`src/dprka_consts.vh`:
```
`ifndef DPRKA_CONSTS_VH
`define DPRKA_CONSTS_VH

// ****************************************
// Link characters
// ****************************************
`define DPRKA_SYNC_CHAR     8'h55
`define DPRKA_ACK_CHAR      8'h40

// ****************************************
// Opcode classes, opcode bits 7:5
// ****************************************
`define DPRKA_OP_LDS        3'h0
`define DPRKA_OP_LD         3'h1
`define DPRKA_OP_STS        3'h2
`define DPRKA_OP_ST         3'h3
`define DPRKA_OP_LDCS       3'h4
`define DPRKA_OP_REPEAT     3'h5
`define DPRKA_OP_STCS       3'h6
`define DPRKA_OP_KEY        3'h7
`define DPRKA_PTR_REG       2'h2
`define DPRKA_PTR_INC       2'h1
`define DPRKA_SIB_BIT       2

// ****************************************
// Register indices, byte address is four times the index
// ****************************************
`define DPRKA_IDX_PHY_CONTROL_SECOND_REG     6'h03
`define DPRKA_IDX_KEY       6'h07
`define DPRKA_IDX_RSTREQ    6'h08
`define DPRKA_IDX_SYS       6'h0b
`define DPRKA_IDX_RPT       6'h0d

// ****************************************
// Field positions and reset values
// ****************************************
`define DPRKA_GAP_EN_BIT    7
`define DPRKA_KEY_ERASE_BIT 3
`define DPRKA_KEY_PROG_BIT  4
`define DPRKA_KEY_UROW_BIT  5
`define DPRKA_SYS_LOCK_BIT  0
`define DPRKA_SYS_UROW_BIT  2
`define DPRKA_SYS_PROG_BIT  3
`define DPRKA_SYS_SLEEP_BIT 4
`define DPRKA_SYS_RST_BIT   5
`define DPRKA_PHY_CONTROL_SECOND_REG_RESET   8'h00
`define DPRKA_RSTREQ_RESET  8'h00
`define DPRKA_RPT_RESET     8'h00

// ****************************************
// Keys and output idle bits
// ****************************************
`define DPRKA_KEY_ERASE     64'h4e564d4572617365
`define DPRKA_KEY_PROG      64'h4e564d50726f6720
`define DPRKA_KEY_UROW      64'h4e564d5573267465
`define DPRKA_IDLE_BASE     3'h2
`define DPRKA_IDLE_GAP      3'h4

// ****************************************
// AXI responses
// ****************************************
`define DPRKA_RESP_OKAY     2'b00
`define DPRKA_RESP_SLVERR   2'b10

`endif

```
`src/dprka_core.v`:
```
`timescale 1ns/1ps
`include "dprka_consts.vh"

module dprka_core #(
	parameter [7:0]   RESET_SIG = 8'h5a,              // Arbitrary value
	parameter [127:0] SIB_VALUE = "FAMILY00 P0:V0 0" // Arbitrary value
) (
	input  wire        clk_sys,
	input  wire        rstn,
	input  wire        port_disable,
	input  wire        prog_done,
	input  wire        lock_in,
	input  wire        in_sleep,
	input  wire        rx_valid,
	input  wire [7:0]  rx_data,
	input  wire        rx_break,
	output wire        tx_valid,
	output wire [7:0]  tx_data,
	output wire        tx_guard,
	output wire [2:0]  tx_idle_bits,
	input  wire        tx_ready,
	output wire        sbus_req,
	output wire        sbus_we,
	output wire [15:0] sbus_addr,
	output wire [7:0]  sbus_wdata,
	input  wire [7:0]  sbus_rdata,
	input  wire        sbus_ack,
	output wire        sys_reset_req,
	output wire        erase_start,
	output wire        flash_prog_en,
	output wire        urow_prog_en,
	input  wire        s_axi_awvalid,
	output wire        s_axi_awready,
	input  wire [7:0]  s_axi_awaddr,
	input  wire        s_axi_wvalid,
	output wire        s_axi_wready,
	input  wire [31:0] s_axi_wdata,
	input  wire [3:0]  s_axi_wstrb,
	output wire        s_axi_bvalid,
	input  wire        s_axi_bready,
	output wire [1:0]  s_axi_bresp,
	input  wire        s_axi_arvalid,
	output wire        s_axi_arready,
	input  wire [7:0]  s_axi_araddr,
	output wire        s_axi_rvalid,
	input  wire        s_axi_rready,
	output wire [31:0] s_axi_rdata,
	output wire [1:0]  s_axi_rresp
);

	localparam [3:0] S_SYNC = 4'd0;
	localparam [3:0] S_OPC  = 4'd1;
	localparam [3:0] S_ADDR = 4'd2;
	localparam [3:0] S_AACK = 4'd3;
	localparam [3:0] S_WDAT = 4'd4;
	localparam [3:0] S_BUS  = 4'd5;
	localparam [3:0] S_TX   = 4'd6;
	localparam [3:0] S_WACK = 4'd7;
	localparam [3:0] S_KEY  = 4'd8;
	localparam [3:0] S_RPT  = 4'd9;
	localparam [3:0] S_NEXT = 4'd10;
	localparam [7:0] PHY_CONTROL_SECOND_REG_RST = `DPRKA_PHY_CONTROL_SECOND_REG_RESET;

	// ****************************************
	// Instruction state
	// ****************************************
	reg [3:0]  state_q;
	reg [7:0]  op_q;
	reg [4:0]  bidx_q;
	reg [15:0] addr_q;
	reg [15:0] ptr_q;
	reg [15:0] wd_q;
	reg [7:0]  rd_q;
	reg [63:0] key_sh_q;
	reg [7:0]  rpt_q;
	reg [7:0]  rpt_left_q;
	reg        rpt_arm_q;
	reg        rpt_act_q;
	reg        first_q;

	// ****************************************
	// Control space registers
	// ****************************************
	reg        gap_en_q;
	reg [7:0]  rstreq_q;
	reg        key_erase_q;
	reg        key_prog_q;
	reg        key_urow_q;
	reg        prog_flag_q;
	reg        urow_flag_q;
	reg        erase_start_q;

	wire [2:0]  opc      = op_q[7:5];
	wire [1:0]  f32      = op_q[3:2];
	wire [1:0]  f10      = op_q[1:0];
	wire        is_ptr   = (opc == `DPRKA_OP_LD || opc == `DPRKA_OP_ST) && f32 == `DPRKA_PTR_REG;
	wire        is_store = opc == `DPRKA_OP_STS || opc == `DPRKA_OP_ST;
	wire        direct   = opc == `DPRKA_OP_LDS || opc == `DPRKA_OP_STS;
	wire [4:0]  na       = (f32 == 2'b01) ? 5'd2 : 5'd1;
	wire [4:0]  nb       = (opc == `DPRKA_OP_KEY) ? ((f10 == 2'b00) ? 5'd8 : 5'd16) :
		(opc == `DPRKA_OP_REPEAT || opc == `DPRKA_OP_LDCS || opc == `DPRKA_OP_STCS) ? 5'd1 :
		((f10 == 2'b01) ? 5'd2 : 5'd1);
	wire        last_b   = (bidx_q + 5'd1) == nb;
	wire [15:0] base     = direct ? addr_q : ptr_q;
	wire        tx_in_v  = state_q == S_AACK || state_q == S_WACK || state_q == S_TX;
	wire        tx_in_r;
	wire        tx_take  = tx_in_v && tx_in_r;
	wire        rst_act  = rstreq_q == RESET_SIG;
	wire [63:0] key_full = {rx_data, key_sh_q[63:8]};
	wire        key_done = state_q == S_KEY && rx_valid && last_b && f10 == 2'b00;
	reg  [7:0]  tx_byte;

	function [3:0] entry;
		input [7:0] op;
		begin
			case (op[7:5])
				`DPRKA_OP_LDS, `DPRKA_OP_STS: entry = S_ADDR;
				`DPRKA_OP_LD:   entry = (op[3:2] == `DPRKA_PTR_REG) ? S_TX : S_BUS;
				`DPRKA_OP_LDCS: entry = S_TX;
				`DPRKA_OP_REPEAT: entry = S_RPT;
				`DPRKA_OP_KEY:  entry = op[`DPRKA_SIB_BIT] ? S_TX : S_KEY;
				default:        entry = S_WDAT;
			endcase
		end
	endfunction

	function [7:0] cs_read;
		input [5:0] idx;
		begin
			if (idx == `DPRKA_IDX_PHY_CONTROL_SECOND_REG)
				cs_read = {gap_en_q, 7'h00};
			else if (idx == `DPRKA_IDX_KEY)
				cs_read = {2'b00, key_urow_q, key_prog_q, key_erase_q, 3'b000};
			else if (idx == `DPRKA_IDX_RSTREQ)
				cs_read = rstreq_q;
			else if (idx == `DPRKA_IDX_SYS)
				cs_read = {2'b00, rst_act, in_sleep, prog_flag_q, urow_flag_q, 1'b0, lock_in};
			else if (idx == `DPRKA_IDX_RPT)
				cs_read = rpt_q;
			else
				cs_read = 8'h00;
		end
	endfunction

	function cs_hit;
		input [5:0] idx;
		begin
			cs_hit = idx == `DPRKA_IDX_PHY_CONTROL_SECOND_REG || idx == `DPRKA_IDX_KEY ||
				idx == `DPRKA_IDX_RSTREQ || idx == `DPRKA_IDX_SYS || idx == `DPRKA_IDX_RPT;
		end
	endfunction

	// ****************************************
	// Output byte selection
	// ****************************************
	always @* begin
		tx_byte = `DPRKA_ACK_CHAR;
		if (state_q == S_TX) begin
			if (opc == `DPRKA_OP_KEY)
				tx_byte = SIB_VALUE[127 - 8 * bidx_q -: 8];
			else if (opc == `DPRKA_OP_LDCS)
				tx_byte = cs_read({2'b00, op_q[3:0]});
			else if (is_ptr)
				tx_byte = bidx_q[0] ? ptr_q[15:8] : ptr_q[7:0];
			else
				tx_byte = rd_q;
		end
	end

	// Locked part never raises a bus request
	assign sbus_req   = state_q == S_BUS && !lock_in;
	assign sbus_we    = is_store;
	assign sbus_addr  = base + {11'h000, bidx_q};
	assign sbus_wdata = bidx_q[0] ? wd_q[15:8] : wd_q[7:0];

	// ****************************************
	// Instruction sequencer
	// ****************************************
	always @(posedge clk_sys) begin
		if (!rstn) begin
			state_q    <= S_SYNC;
			op_q       <= 8'h00;
			bidx_q     <= 5'd0;
			addr_q     <= 16'h0000;
			ptr_q      <= 16'h0000;
			wd_q       <= 16'h0000;
			rd_q       <= 8'h00;
			key_sh_q   <= 64'h0;
			rpt_q      <= `DPRKA_RPT_RESET;
			rpt_left_q <= 8'h00;
			rpt_arm_q  <= 1'b0;
			rpt_act_q  <= 1'b0;
		end else if (rx_break) begin
			state_q   <= S_SYNC;
			bidx_q    <= 5'd0;
			rpt_arm_q <= 1'b0;
			rpt_act_q <= 1'b0;
		end else begin
			case (state_q)
				S_SYNC: begin
					bidx_q <= 5'd0;
					if (rx_valid && rx_data == `DPRKA_SYNC_CHAR)
						state_q <= S_OPC;
				end
				S_OPC: if (rx_valid) begin
					op_q    <= rx_data;
					state_q <= entry(rx_data);
					if (rx_data[7:5] == `DPRKA_OP_REPEAT) begin
						rpt_act_q <= 1'b0;
					end else if (rpt_arm_q) begin
						rpt_arm_q  <= 1'b0;
						rpt_act_q  <= 1'b1;
						rpt_left_q <= rpt_q;
					end
				end
				S_ADDR: if (rx_valid) begin
					if (bidx_q == 5'd0)
						addr_q <= {8'h00, rx_data};
					else
						addr_q[15:8] <= rx_data;
					bidx_q <= bidx_q + 5'd1;
					if ((bidx_q + 5'd1) == na) begin
						bidx_q  <= 5'd0;
						state_q <= is_store ? S_AACK : S_BUS;
					end
				end
				S_AACK: if (tx_take)
					state_q <= S_WDAT;
				S_WDAT: if (rx_valid) begin
					if (bidx_q == 5'd0)
						wd_q <= {8'h00, rx_data};
					else
						wd_q[15:8] <= rx_data;
					bidx_q <= bidx_q + 5'd1;
					if (last_b) begin
						bidx_q <= 5'd0;
						if (opc == `DPRKA_OP_STCS)
							state_q <= S_NEXT;
						else if (is_ptr)
							state_q <= S_WACK;
						else
							state_q <= S_BUS;
						if (is_ptr)
							ptr_q <= (f10 == 2'b01) ? {rx_data, wd_q[7:0]} : {8'h00, rx_data};
					end
				end
				S_BUS: if (lock_in) begin
					// Denied access: loads read zero, stores get no ack
					rd_q    <= 8'h00;
					state_q <= is_store ? S_NEXT : S_TX;
				end else if (sbus_ack) begin
					rd_q <= sbus_rdata;
					if (!is_store)
						state_q <= S_TX;
					else if (last_b) begin
						bidx_q  <= 5'd0;
						state_q <= S_WACK;
					end else
						bidx_q <= bidx_q + 5'd1;
				end
				S_TX: if (tx_take) begin
					bidx_q <= bidx_q + 5'd1;
					if (last_b)
						state_q <= S_NEXT;
					else if (!is_ptr && (opc == `DPRKA_OP_LD || opc == `DPRKA_OP_LDS))
						state_q <= S_BUS;
				end
				S_WACK: if (tx_take)
					state_q <= S_NEXT;
				S_KEY: if (rx_valid) begin
					key_sh_q <= key_full;
					bidx_q   <= bidx_q + 5'd1;
					if (last_b)
						state_q <= S_NEXT;
				end
				S_RPT: if (rx_valid) begin
					rpt_q     <= rx_data;
					rpt_arm_q <= 1'b1;
					state_q   <= S_SYNC;
				end
				default: begin
					bidx_q <= 5'd0;
					if (!is_ptr && !direct && f32 == `DPRKA_PTR_INC &&
						(opc == `DPRKA_OP_LD || opc == `DPRKA_OP_ST))
						ptr_q <= ptr_q + {11'h000, nb};
					if (rpt_act_q && rpt_left_q != 8'h00) begin
						rpt_left_q <= rpt_left_q - 8'h01;
						state_q    <= entry(op_q);
					end else begin
						rpt_act_q <= 1'b0;
						state_q   <= S_SYNC;
					end
				end
			endcase
		end
	end

	// First output byte after any received byte is a turnaround
	always @(posedge clk_sys) begin
		if (!rstn)
			first_q <= 1'b1;
		else if (rx_valid)
			first_q <= 1'b1;
		else if (tx_take)
			first_q <= 1'b0;
	end

	dprka_tx_pace u_pace (
		.clk_sys      (clk_sys),
		.rstn         (rstn),
		.gap_en       (gap_en_q),
		.in_valid     (tx_in_v),
		.in_data      (tx_byte),
		.in_first     (first_q),
		.in_ready     (tx_in_r),
		.tx_valid     (tx_valid),
		.tx_data      (tx_data),
		.tx_guard     (tx_guard),
		.tx_idle_bits (tx_idle_bits),
		.tx_ready     (tx_ready)
	);

	// ****************************************
	// AXI4-Lite slave
	// ****************************************
	reg        aw_held_q;
	reg [7:0]  awaddr_q;
	reg        w_held_q;
	reg [31:0] wdata_q;
	reg [3:0]  wstrb_q;
	reg        bvalid_q;
	reg [1:0]  bresp_q;
	reg        rvalid_q;
	reg [31:0] rdata_q;
	reg [1:0]  rresp_q;

	wire       wr_fire = aw_held_q && w_held_q && !bvalid_q;
	wire [5:0] wr_idx  = awaddr_q[7:2];
	wire       wr_lane = wr_fire && wstrb_q[0];
	wire       wr_rst  = wr_lane && wr_idx == `DPRKA_IDX_RSTREQ;
	wire       rst_clear = wr_rst && wdata_q[7:0] == 8'h00 && rst_act;

	assign s_axi_awready = !aw_held_q && !bvalid_q;
	assign s_axi_wready  = !w_held_q && !bvalid_q;
	assign s_axi_bvalid  = bvalid_q;
	assign s_axi_bresp   = bresp_q;
	assign s_axi_arready = !rvalid_q;
	assign s_axi_rvalid  = rvalid_q;
	assign s_axi_rdata   = rdata_q;
	assign s_axi_rresp   = rresp_q;

	always @(posedge clk_sys) begin
		if (!rstn) begin
			aw_held_q <= 1'b0;
			awaddr_q  <= 8'h00;
			w_held_q  <= 1'b0;
			wdata_q   <= 32'h0000_0000;
			wstrb_q   <= 4'h0;
			bvalid_q  <= 1'b0;
			bresp_q   <= `DPRKA_RESP_OKAY;
			rvalid_q  <= 1'b0;
			rdata_q   <= 32'h0000_0000;
			rresp_q   <= `DPRKA_RESP_OKAY;
		end else begin
			if (s_axi_awvalid && s_axi_awready) begin
				aw_held_q <= 1'b1;
				awaddr_q  <= s_axi_awaddr;
			end
			if (s_axi_wvalid && s_axi_wready) begin
				w_held_q <= 1'b1;
				wdata_q  <= s_axi_wdata;
				wstrb_q  <= s_axi_wstrb;
			end
			if (wr_fire) begin
				aw_held_q <= 1'b0;
				w_held_q  <= 1'b0;
				bvalid_q  <= 1'b1;
				bresp_q   <= cs_hit(wr_idx) ? `DPRKA_RESP_OKAY : `DPRKA_RESP_SLVERR;
			end else if (bvalid_q && s_axi_bready) begin
				bvalid_q <= 1'b0;
			end
			if (s_axi_arvalid && s_axi_arready) begin
				rvalid_q <= 1'b1;
				rdata_q  <= {24'h000000, cs_read(s_axi_araddr[7:2])};
				rresp_q  <= cs_hit(s_axi_araddr[7:2]) ? `DPRKA_RESP_OKAY : `DPRKA_RESP_SLVERR;
			end else if (rvalid_q && s_axi_rready) begin
				rvalid_q <= 1'b0;
			end
		end
	end

	// ****************************************
	// Keys, reset request and status flags
	// ****************************************
	always @(posedge clk_sys) begin
		if (!rstn) begin
			gap_en_q      <= PHY_CONTROL_SECOND_REG_RST[`DPRKA_GAP_EN_BIT];
			rstreq_q      <= `DPRKA_RSTREQ_RESET;
			key_erase_q   <= 1'b0;
			key_prog_q    <= 1'b0;
			key_urow_q    <= 1'b0;
			prog_flag_q   <= 1'b0;
			urow_flag_q   <= 1'b0;
			erase_start_q <= 1'b0;
		end else begin
			if (wr_lane && wr_idx == `DPRKA_IDX_PHY_CONTROL_SECOND_REG)
				gap_en_q <= wdata_q[`DPRKA_GAP_EN_BIT];
			if (wr_rst)
				rstreq_q <= wdata_q[7:0];
			// Clears first so a key landing in the same cycle wins
			if (port_disable)
				key_erase_q <= 1'b0;
			if (prog_done)
				key_prog_q <= 1'b0;
			if (wr_lane && wr_idx == `DPRKA_IDX_KEY && wdata_q[`DPRKA_KEY_UROW_BIT])
				key_urow_q <= 1'b0;
			// Each key only sets its own bit, others stay as they are
			if (key_done && key_full == `DPRKA_KEY_ERASE)
				key_erase_q <= 1'b1;
			if (key_done && key_full == `DPRKA_KEY_PROG)
				key_prog_q <= 1'b1;
			if (key_done && key_full == `DPRKA_KEY_UROW)
				key_urow_q <= 1'b1;
			erase_start_q <= rst_clear && key_erase_q;
			if (!key_prog_q)
				prog_flag_q <= 1'b0;
			else if (rst_clear && !lock_in)
				prog_flag_q <= 1'b1;
			if (!key_urow_q)
				urow_flag_q <= 1'b0;
			else if (rst_clear && lock_in)
				urow_flag_q <= 1'b1;
		end
	end

	assign sys_reset_req = rst_act;
	assign erase_start   = erase_start_q;
	assign flash_prog_en = prog_flag_q;
	assign urow_prog_en  = urow_flag_q;

endmodule

```
`src/dprka_tx_pace.v`:
```
`timescale 1ns/1ps
`include "dprka_consts.vh"

module dprka_tx_pace (
	input  wire       clk_sys,
	input  wire       rstn,
	input  wire       gap_en,
	input  wire       in_valid,
	input  wire [7:0] in_data,
	input  wire       in_first,
	output wire       in_ready,
	output wire       tx_valid,
	output wire [7:0] tx_data,
	output wire       tx_guard,
	output wire [2:0] tx_idle_bits,
	input  wire       tx_ready
);

	reg       valid_q;
	reg [7:0] data_q;
	reg       guard_q;
	reg [2:0] idle_q;

	assign in_ready     = !valid_q || tx_ready;
	assign tx_valid     = valid_q;
	assign tx_data      = data_q;
	assign tx_guard     = guard_q;
	assign tx_idle_bits = idle_q;

	always @(posedge clk_sys) begin
		if (!rstn) begin
			valid_q <= 1'b0;
			data_q  <= 8'h00;
			guard_q <= 1'b0;
			idle_q  <= 3'h0;
		end else if (in_valid && in_ready) begin
			valid_q <= 1'b1;
			data_q  <= in_data;
			// First byte after turnaround waits the guard time only
			guard_q <= in_first;
			if (in_first)
				idle_q <= 3'h0;
			else if (gap_en)
				idle_q <= `DPRKA_IDLE_GAP;
			else
				idle_q <= `DPRKA_IDLE_BASE;
		end else if (tx_ready) begin
			valid_q <= 1'b0;
		end
	end

endmodule

```
`config.mk`:
```
export PLATFORM = sky130hd
export DESIGN_NAME = dprka_core
export DESIGN_NICKNAME = d
export VERILOG_FILES = /design/src/dprka_core.v /design/src/dprka_tx_pace.v
export VERILOG_INCLUDE_DIRS = /design/src
export SDC_FILE = /design/constraint.sdc
export NUM_CORES = 1
export LEC_CHECK = 0
export ABC_AREA = 1
export CORE_ASPECT_RATIO = 1.4
export CORE_UTILIZATION = 25
export CTS_CLUSTER_DIAMETER = 50
export DETAILED_ROUTE_END_ITERATION = 8
export DONT_BUFFER_PORTS = 1
export PLACE_DENSITY = 0.44
export SYNTH_ARGS = -nofsm -noshare
export SYNTH_HDL_FRONTEND = slang
export SYNTH_SLANG_ARGS = --single-unit
```
`constraint.sdc`:
```
create_clock -name clk_sys -period 4.55 [get_ports clk_sys]
set_clock_uncertainty 0.1 [all_clocks]
set_input_delay 0.455 -clock clk_sys [delete_from_list [all_inputs] [get_ports clk_sys]]
set_output_delay 0.455 -clock clk_sys [all_outputs]
set_load 0.1 [all_outputs]
```
## Yosys cells after proc, flatten, opt, wreduce, memory -nomap -nowiden

Cells that the tools add are included.

- Flip-flop bits (word level): 217
- Latch bits: 0
- Bits in writable memories: 0
- Bits in read-only memories: 0
- Input port bits: 83
- Output and inout port bits: 84
- Logic and storage cells: 319
- Memories: 0

- $add $sub $neg: 5
- Multiply operators: 0
- Divide/modulo/power cells: 0
- Magnitude comparators: 0
- Equal/unequal tests: 70
- Shift operators: 1
- Muxes and demuxes: 101
- Bitwise operators: 5
- Reduce and logical (&&, ||, !) cells: 100

Operators by type and width:

| cell | number |
|---|---|
| $eq 64x63->1 const B | 3 |
| $mux 8 | 23 |
| $shiftx 135x33->8 const A | 1 |
| $mux 16 | 6 |
| $mux 4 | 23 |
| $mux 5 | 11 |
| $pmux 4 s10 | 1 |
| $pmux 4 s5 | 2 |
| $eq 6x4->1 const B | 6 |
| $ne 2x2->1 const B | 18 |
| $logic_and 1x1->1 | 34 |
| $add 16x5->16 | 2 |
| $pmux 16 s2 | 1 |
| $pmux 5 s6 | 1 |
| $eq 3x3->1 const B | 7 |
| $eq 4x3->1 const B | 5 |
| $eq 4x4->1 const B | 5 |
| $reduce_bool 2->1 | 10 |
| $mux 1 | 19 |
| $reduce_and 3->1 | 6 |
| $reduce_or 9->1 | 2 |
| $logic_or 1x1->1 | 17 |
| $eq 8x7->1 const B | 2 |
| $mux 2 | 8 |
| other kinds (35) | 69 |

## Longest topological paths before layout

- Depth in word-level cells: 11
- Gate-level depth with buffers: 18
- Depth with buffers taken out: 17

## Cells and area by module

Synthesis repeated with hierarchy kept, for this count alone.

- Cells, all modules: 1755
- Area, all modules: 11504.8 sq um

By module, submodules not included:

| module | instances | cells an instance | area an instance (sq um) | sequential area each (sq um) |
|---|---|---|---|---|
| dprka_core | 1 | 1676 | 10896.7 | 3823.7 |
| dprka_tx_pace | 1 | 79 | 608.1 | 240.2 |

## Worst setup path before layout

Ideal clock, no wire load.

- Kind: reg-to-output
- From: register op_q[5]
- To: output port sbus_addr[14]
- Arrival time: 3.764 ns
- Path slack: 0.231 ns
- Cell stages (with the launch flop): 19
- Path buffers: 2
- Cell sequence: dfxtp_1 -> nor2_2 -> buf_2 -> clkbuf_1 -> inv_1 -> nand2_1 -> nand2_1 -> ha_1 -> fa_1 -> nand3_1 -> nand2_1 -> nand2_1 -> nand2_1 -> nand2_1 -> nor2_1 -> nand2_1 -> inv_2 -> nand3_1 -> xor2_1

- Word-level cells in the longest chain between the ends: 4
- Elaborated cells on any way between the ends: 5

RTL lines:

| item | RTL line | RTL |
|---|---|---|
| from (decl) | dprka_core.v:68 | `reg [7:0] op_q;` |
| from (signal assigned) | dprka_core.v:206 | `op_q <= rx_data;` |
| $eq 3x2->1 / $logic_not 3->1 (equally long branches) | - |  |
| $logic_or 1x1->1 (no line) * | - |  |
| $mux 16 * | dprka_core.v:104 | `wire [15:0] base = direct ? addr_q : ptr_q;` |
| $add 16x5->16 * | dprka_core.v:173 | `assign sbus_addr = base + {11'h000, bidx_q};` |
| to (decl) | dprka_core.v:24 | `output wire [15:0] sbus_addr,` |

Mark *: on every way between the ends. The rest lies on a longest branch, timed or not.

## Worst setup path in the final report

Same ends and word-level chain as after synthesis.

==> impl_metrics.json <==
{
  "timing.fmax_mhz": 237,
  "min_path_cells": 2,
  "synth-main-ff-cell": "dfxtp_1",
  "synth_cell_types": 47,
  "netlist.area_leader.share": 0.365,
  "hpwl_um": 31000,
  "globalplace.congestion": 0.957,
  "crit_cells": 15,
  "boundaryPins": 167,
  "hold_viol_final": 0,
  "wirelength_um": 42700,
  "worst_path_max_delay_cell": "ha_1",
  "grt_pass1_wl_um": 64500,
  "dp_cells": 2235,
  "dr.pass1.iters": 7,
  "antenna_found_initial": 4,
  "finalPower_uw": 4750,
  "final_common_cell": "nand2_1",
  "period_share": 0.927,
  "die_area_sq_um": 45400,
  "critPathTopFamily": "simple AND/OR/NAND/NOR gates",
  "met3_length_um": 2010,
  "avgSynthCellArea_sq_um": 6.51,
  "ys_seq_area_frac": 0.365,
  "synth_edf_count": 0,
  "cellPowerDensity_nw_per_um2": 360,
  "path_clk_slew_ns": 0.06,
  "grt_pass1_vias": 10800,
  "die_x_um": 180,
  "cp_max_fo": 28,
  "slew_headroom": 0.223,
  "crit_top_cell": "nand2_1",
  "cts_buffer_depth": 3,
  "layout_common_cells": "nand2_1, dfxtp_1, nor2_1",
  "core-area_sq_um": 43900,
  "synth_seq_cells": 203,
  "worstPathArrival_ns": 3.66,
  "cp_num_buf_inv": 3,
  "cts_setup_buffers": 0,
  "fin_crit_ns": 4.22,
  "root_buffer": "clkbuf_16",
  "grt_start_max_net_pins": 64,
  "drc_errors": 0,
  "hold_class": "input pin to flip-flop",
  "peakVddDrop_mv": 0.360,
  "worst_pin_slew_ns": 1.17,
  "finalSetupTns_ns": 0,
  "setup_viol": 0,
  "synth_cells": 1711,
  "rows": 91,
  "synth_top_area_cell": "dfxtp_1",
  "dieHeight_um": 252,
  "final_nets": 1839,
  "cp_slowest_stage_delay_ns": 0.39,
  "crit_path_start_kind": "flip-flop",
  "postRouteAntennaNets": 0,
  "power.leakage_uw": 0.00529,
  "drive_gt1_frac": 0.0778,
  "drv_slew": 0,
  "clkSinkCount": 203,
  "final_cells": 2322,
  "rsz0062_at_grt": "false",
  "track_usage": 0.185,
  "met2_length_um": 22000,
  "worstPathCellList": "nor2_2 -> buf_4 -> o21ai_0 -> ha_1 -> nand3_1 -> nand2_1 -> nand2_1 -> nand2_1 -> nand2_1 -> nor2_1 -> nand2_1 -> inv_2 -> nand3_1 -> xor2_2 -> buf_12",
  "area_growth_pct": 18.5,
  "grt-ovfl-total": 0,
  "wl_met1_um": 16800,
  "cp-end-kind": "output port",
  "insertion_delay_ns": 0.55,
  "syn_area_sq_um": 11100,
  "drt_iter0_markers": 680,
  "viasPerCell": 4.94,
  "reg2regPathDepth": 7,
  "path_class": "flip-flop to output port",
  "worst_ep_required_time_ns": 3.99,
  "dr_total_vias": 11500,
  "ys_warn_count": 0,
  "tritoncts": "done",
  "wire_per_inst_um": 18.4,
  "post_synth_main_area_contributors": "dfxtp_1, nand2_1, o21ai_0",
  "port-buffer-count": 0,
  "highest_layer": "met4",
  "maxCapViolCount": 0,
  "status": "finished clean",
  "numCtsBuffers": 28,
  "synth_async_sr_flop_share": 0,
  "htree_levels": 1,
  "start_util": 0.253
}
## per-layer routing
metal | vias up | global-route usage
li1 | 5652 | -
met1 | 5377 | 0.205
met2 | 355 | 0.346
met3 | 93 | 0.0237
met4 | 0 | 0.0891
met5 | - | 0
## sequential cells by signal, indices dropped and copies added, names as in the netlist, 2 cells and up
name and cells:
u_pace.tx_idle_bits 2, ptr_q 16, state_q 4, awaddr_q 6, op_q 7, rstreq_q 8, rd_q 8, rpt_left_q 8
bidx_q 5, addr_q 16, rpt_q 8, wd_q 16, wdata_q 8, s_axi_rdata 8, key_sh_q 56, u_pace.tx_data 8
## cells in the mapped netlist (4+ instances only)
cell      instances
a211oi_1          5
a21oi_1         185
a22oi_1           8
a31oi_1           4
buf_1             5
buf_2            12
buf_4            28
clkbuf_1         48
dfxtp_1         203
ha_1             13
inv_1           184
inv_2             9
nand2_1         336
nand3_1         106
nand4_1          22
nor2_1          205
nor2_2            9
nor3_1           41
nor4_1           12
o211ai_1          4
o21a_1            5
o21ai_0         198
o21ai_1           4
o22ai_1          11
xor2_1           17
## through the flow
stage	instance area [sq um]	util	worst slack (ns)	hold slack (ns)
final	13200	0.300	0.332	0.0192
after global routing	13200	0.300	0.0477	0.0205
after CTS	13200	0.300	0.228	0.00130
after detailed placement	11900	0.271	0.833	0.345
after global placement	11900	0.271	0.827	0.343
after floorplan	11200	-	0.231	0.324
## where the power goes
part	leakage, uW	switching, uW	total [uW]	internal [uW]
Sequential	0.00164	68.5	1900	1830
Clock	0.000427	889	2110	1220
Combinational	0.00323	564	743	179
## repair_timing
| item | 4_1_cts | 5_1_grt |
|---|---|---|
| endpoints found under the hold margin | 94 | 0 |
| endpoints found under the setup margin | 0 | 0 |
| gates resized for setup | 0 | 0 |
| hold buffers | 34 | 0 |
## area by class of cell
cell class | count | area (sq um)
Multi-Input combinational cell | 1247 | 6090
Fill cell | 4908 | 30800
Timing Repair Buffer | 68 | 718
Clock inverter | 14 | 118
Sequential cell | 203 | 4060
Clock buffer | 37 | 776
Inverter | 193 | 724
Antenna cell | 2 | 5.00
Tap cell | 558 | 698
## cell families after synthesis
family	share of synthesized area
XOR/XNOR	0.0150
other	0.000337
AND/OR/NAND/NOR	0.288
buffers and inverters	0.108
flip-flops	0.365
AO/OA/AOI/OAI	0.205
adder cells (fa/ha/maj)	0.0182
## final timing paths
check	from	endpoint	slack, ns
worst max-delay path	op_q[5]	sbus_addr[14]	0.33
worst min-delay path	rx_valid	first_q	0.02
worst max register to register	s_axi_bvalid	flash_prog_en	1.55
worst min register to register	addr_q[13]	addr_q[13]	0.36
Power figures use the tool's default switching activity.
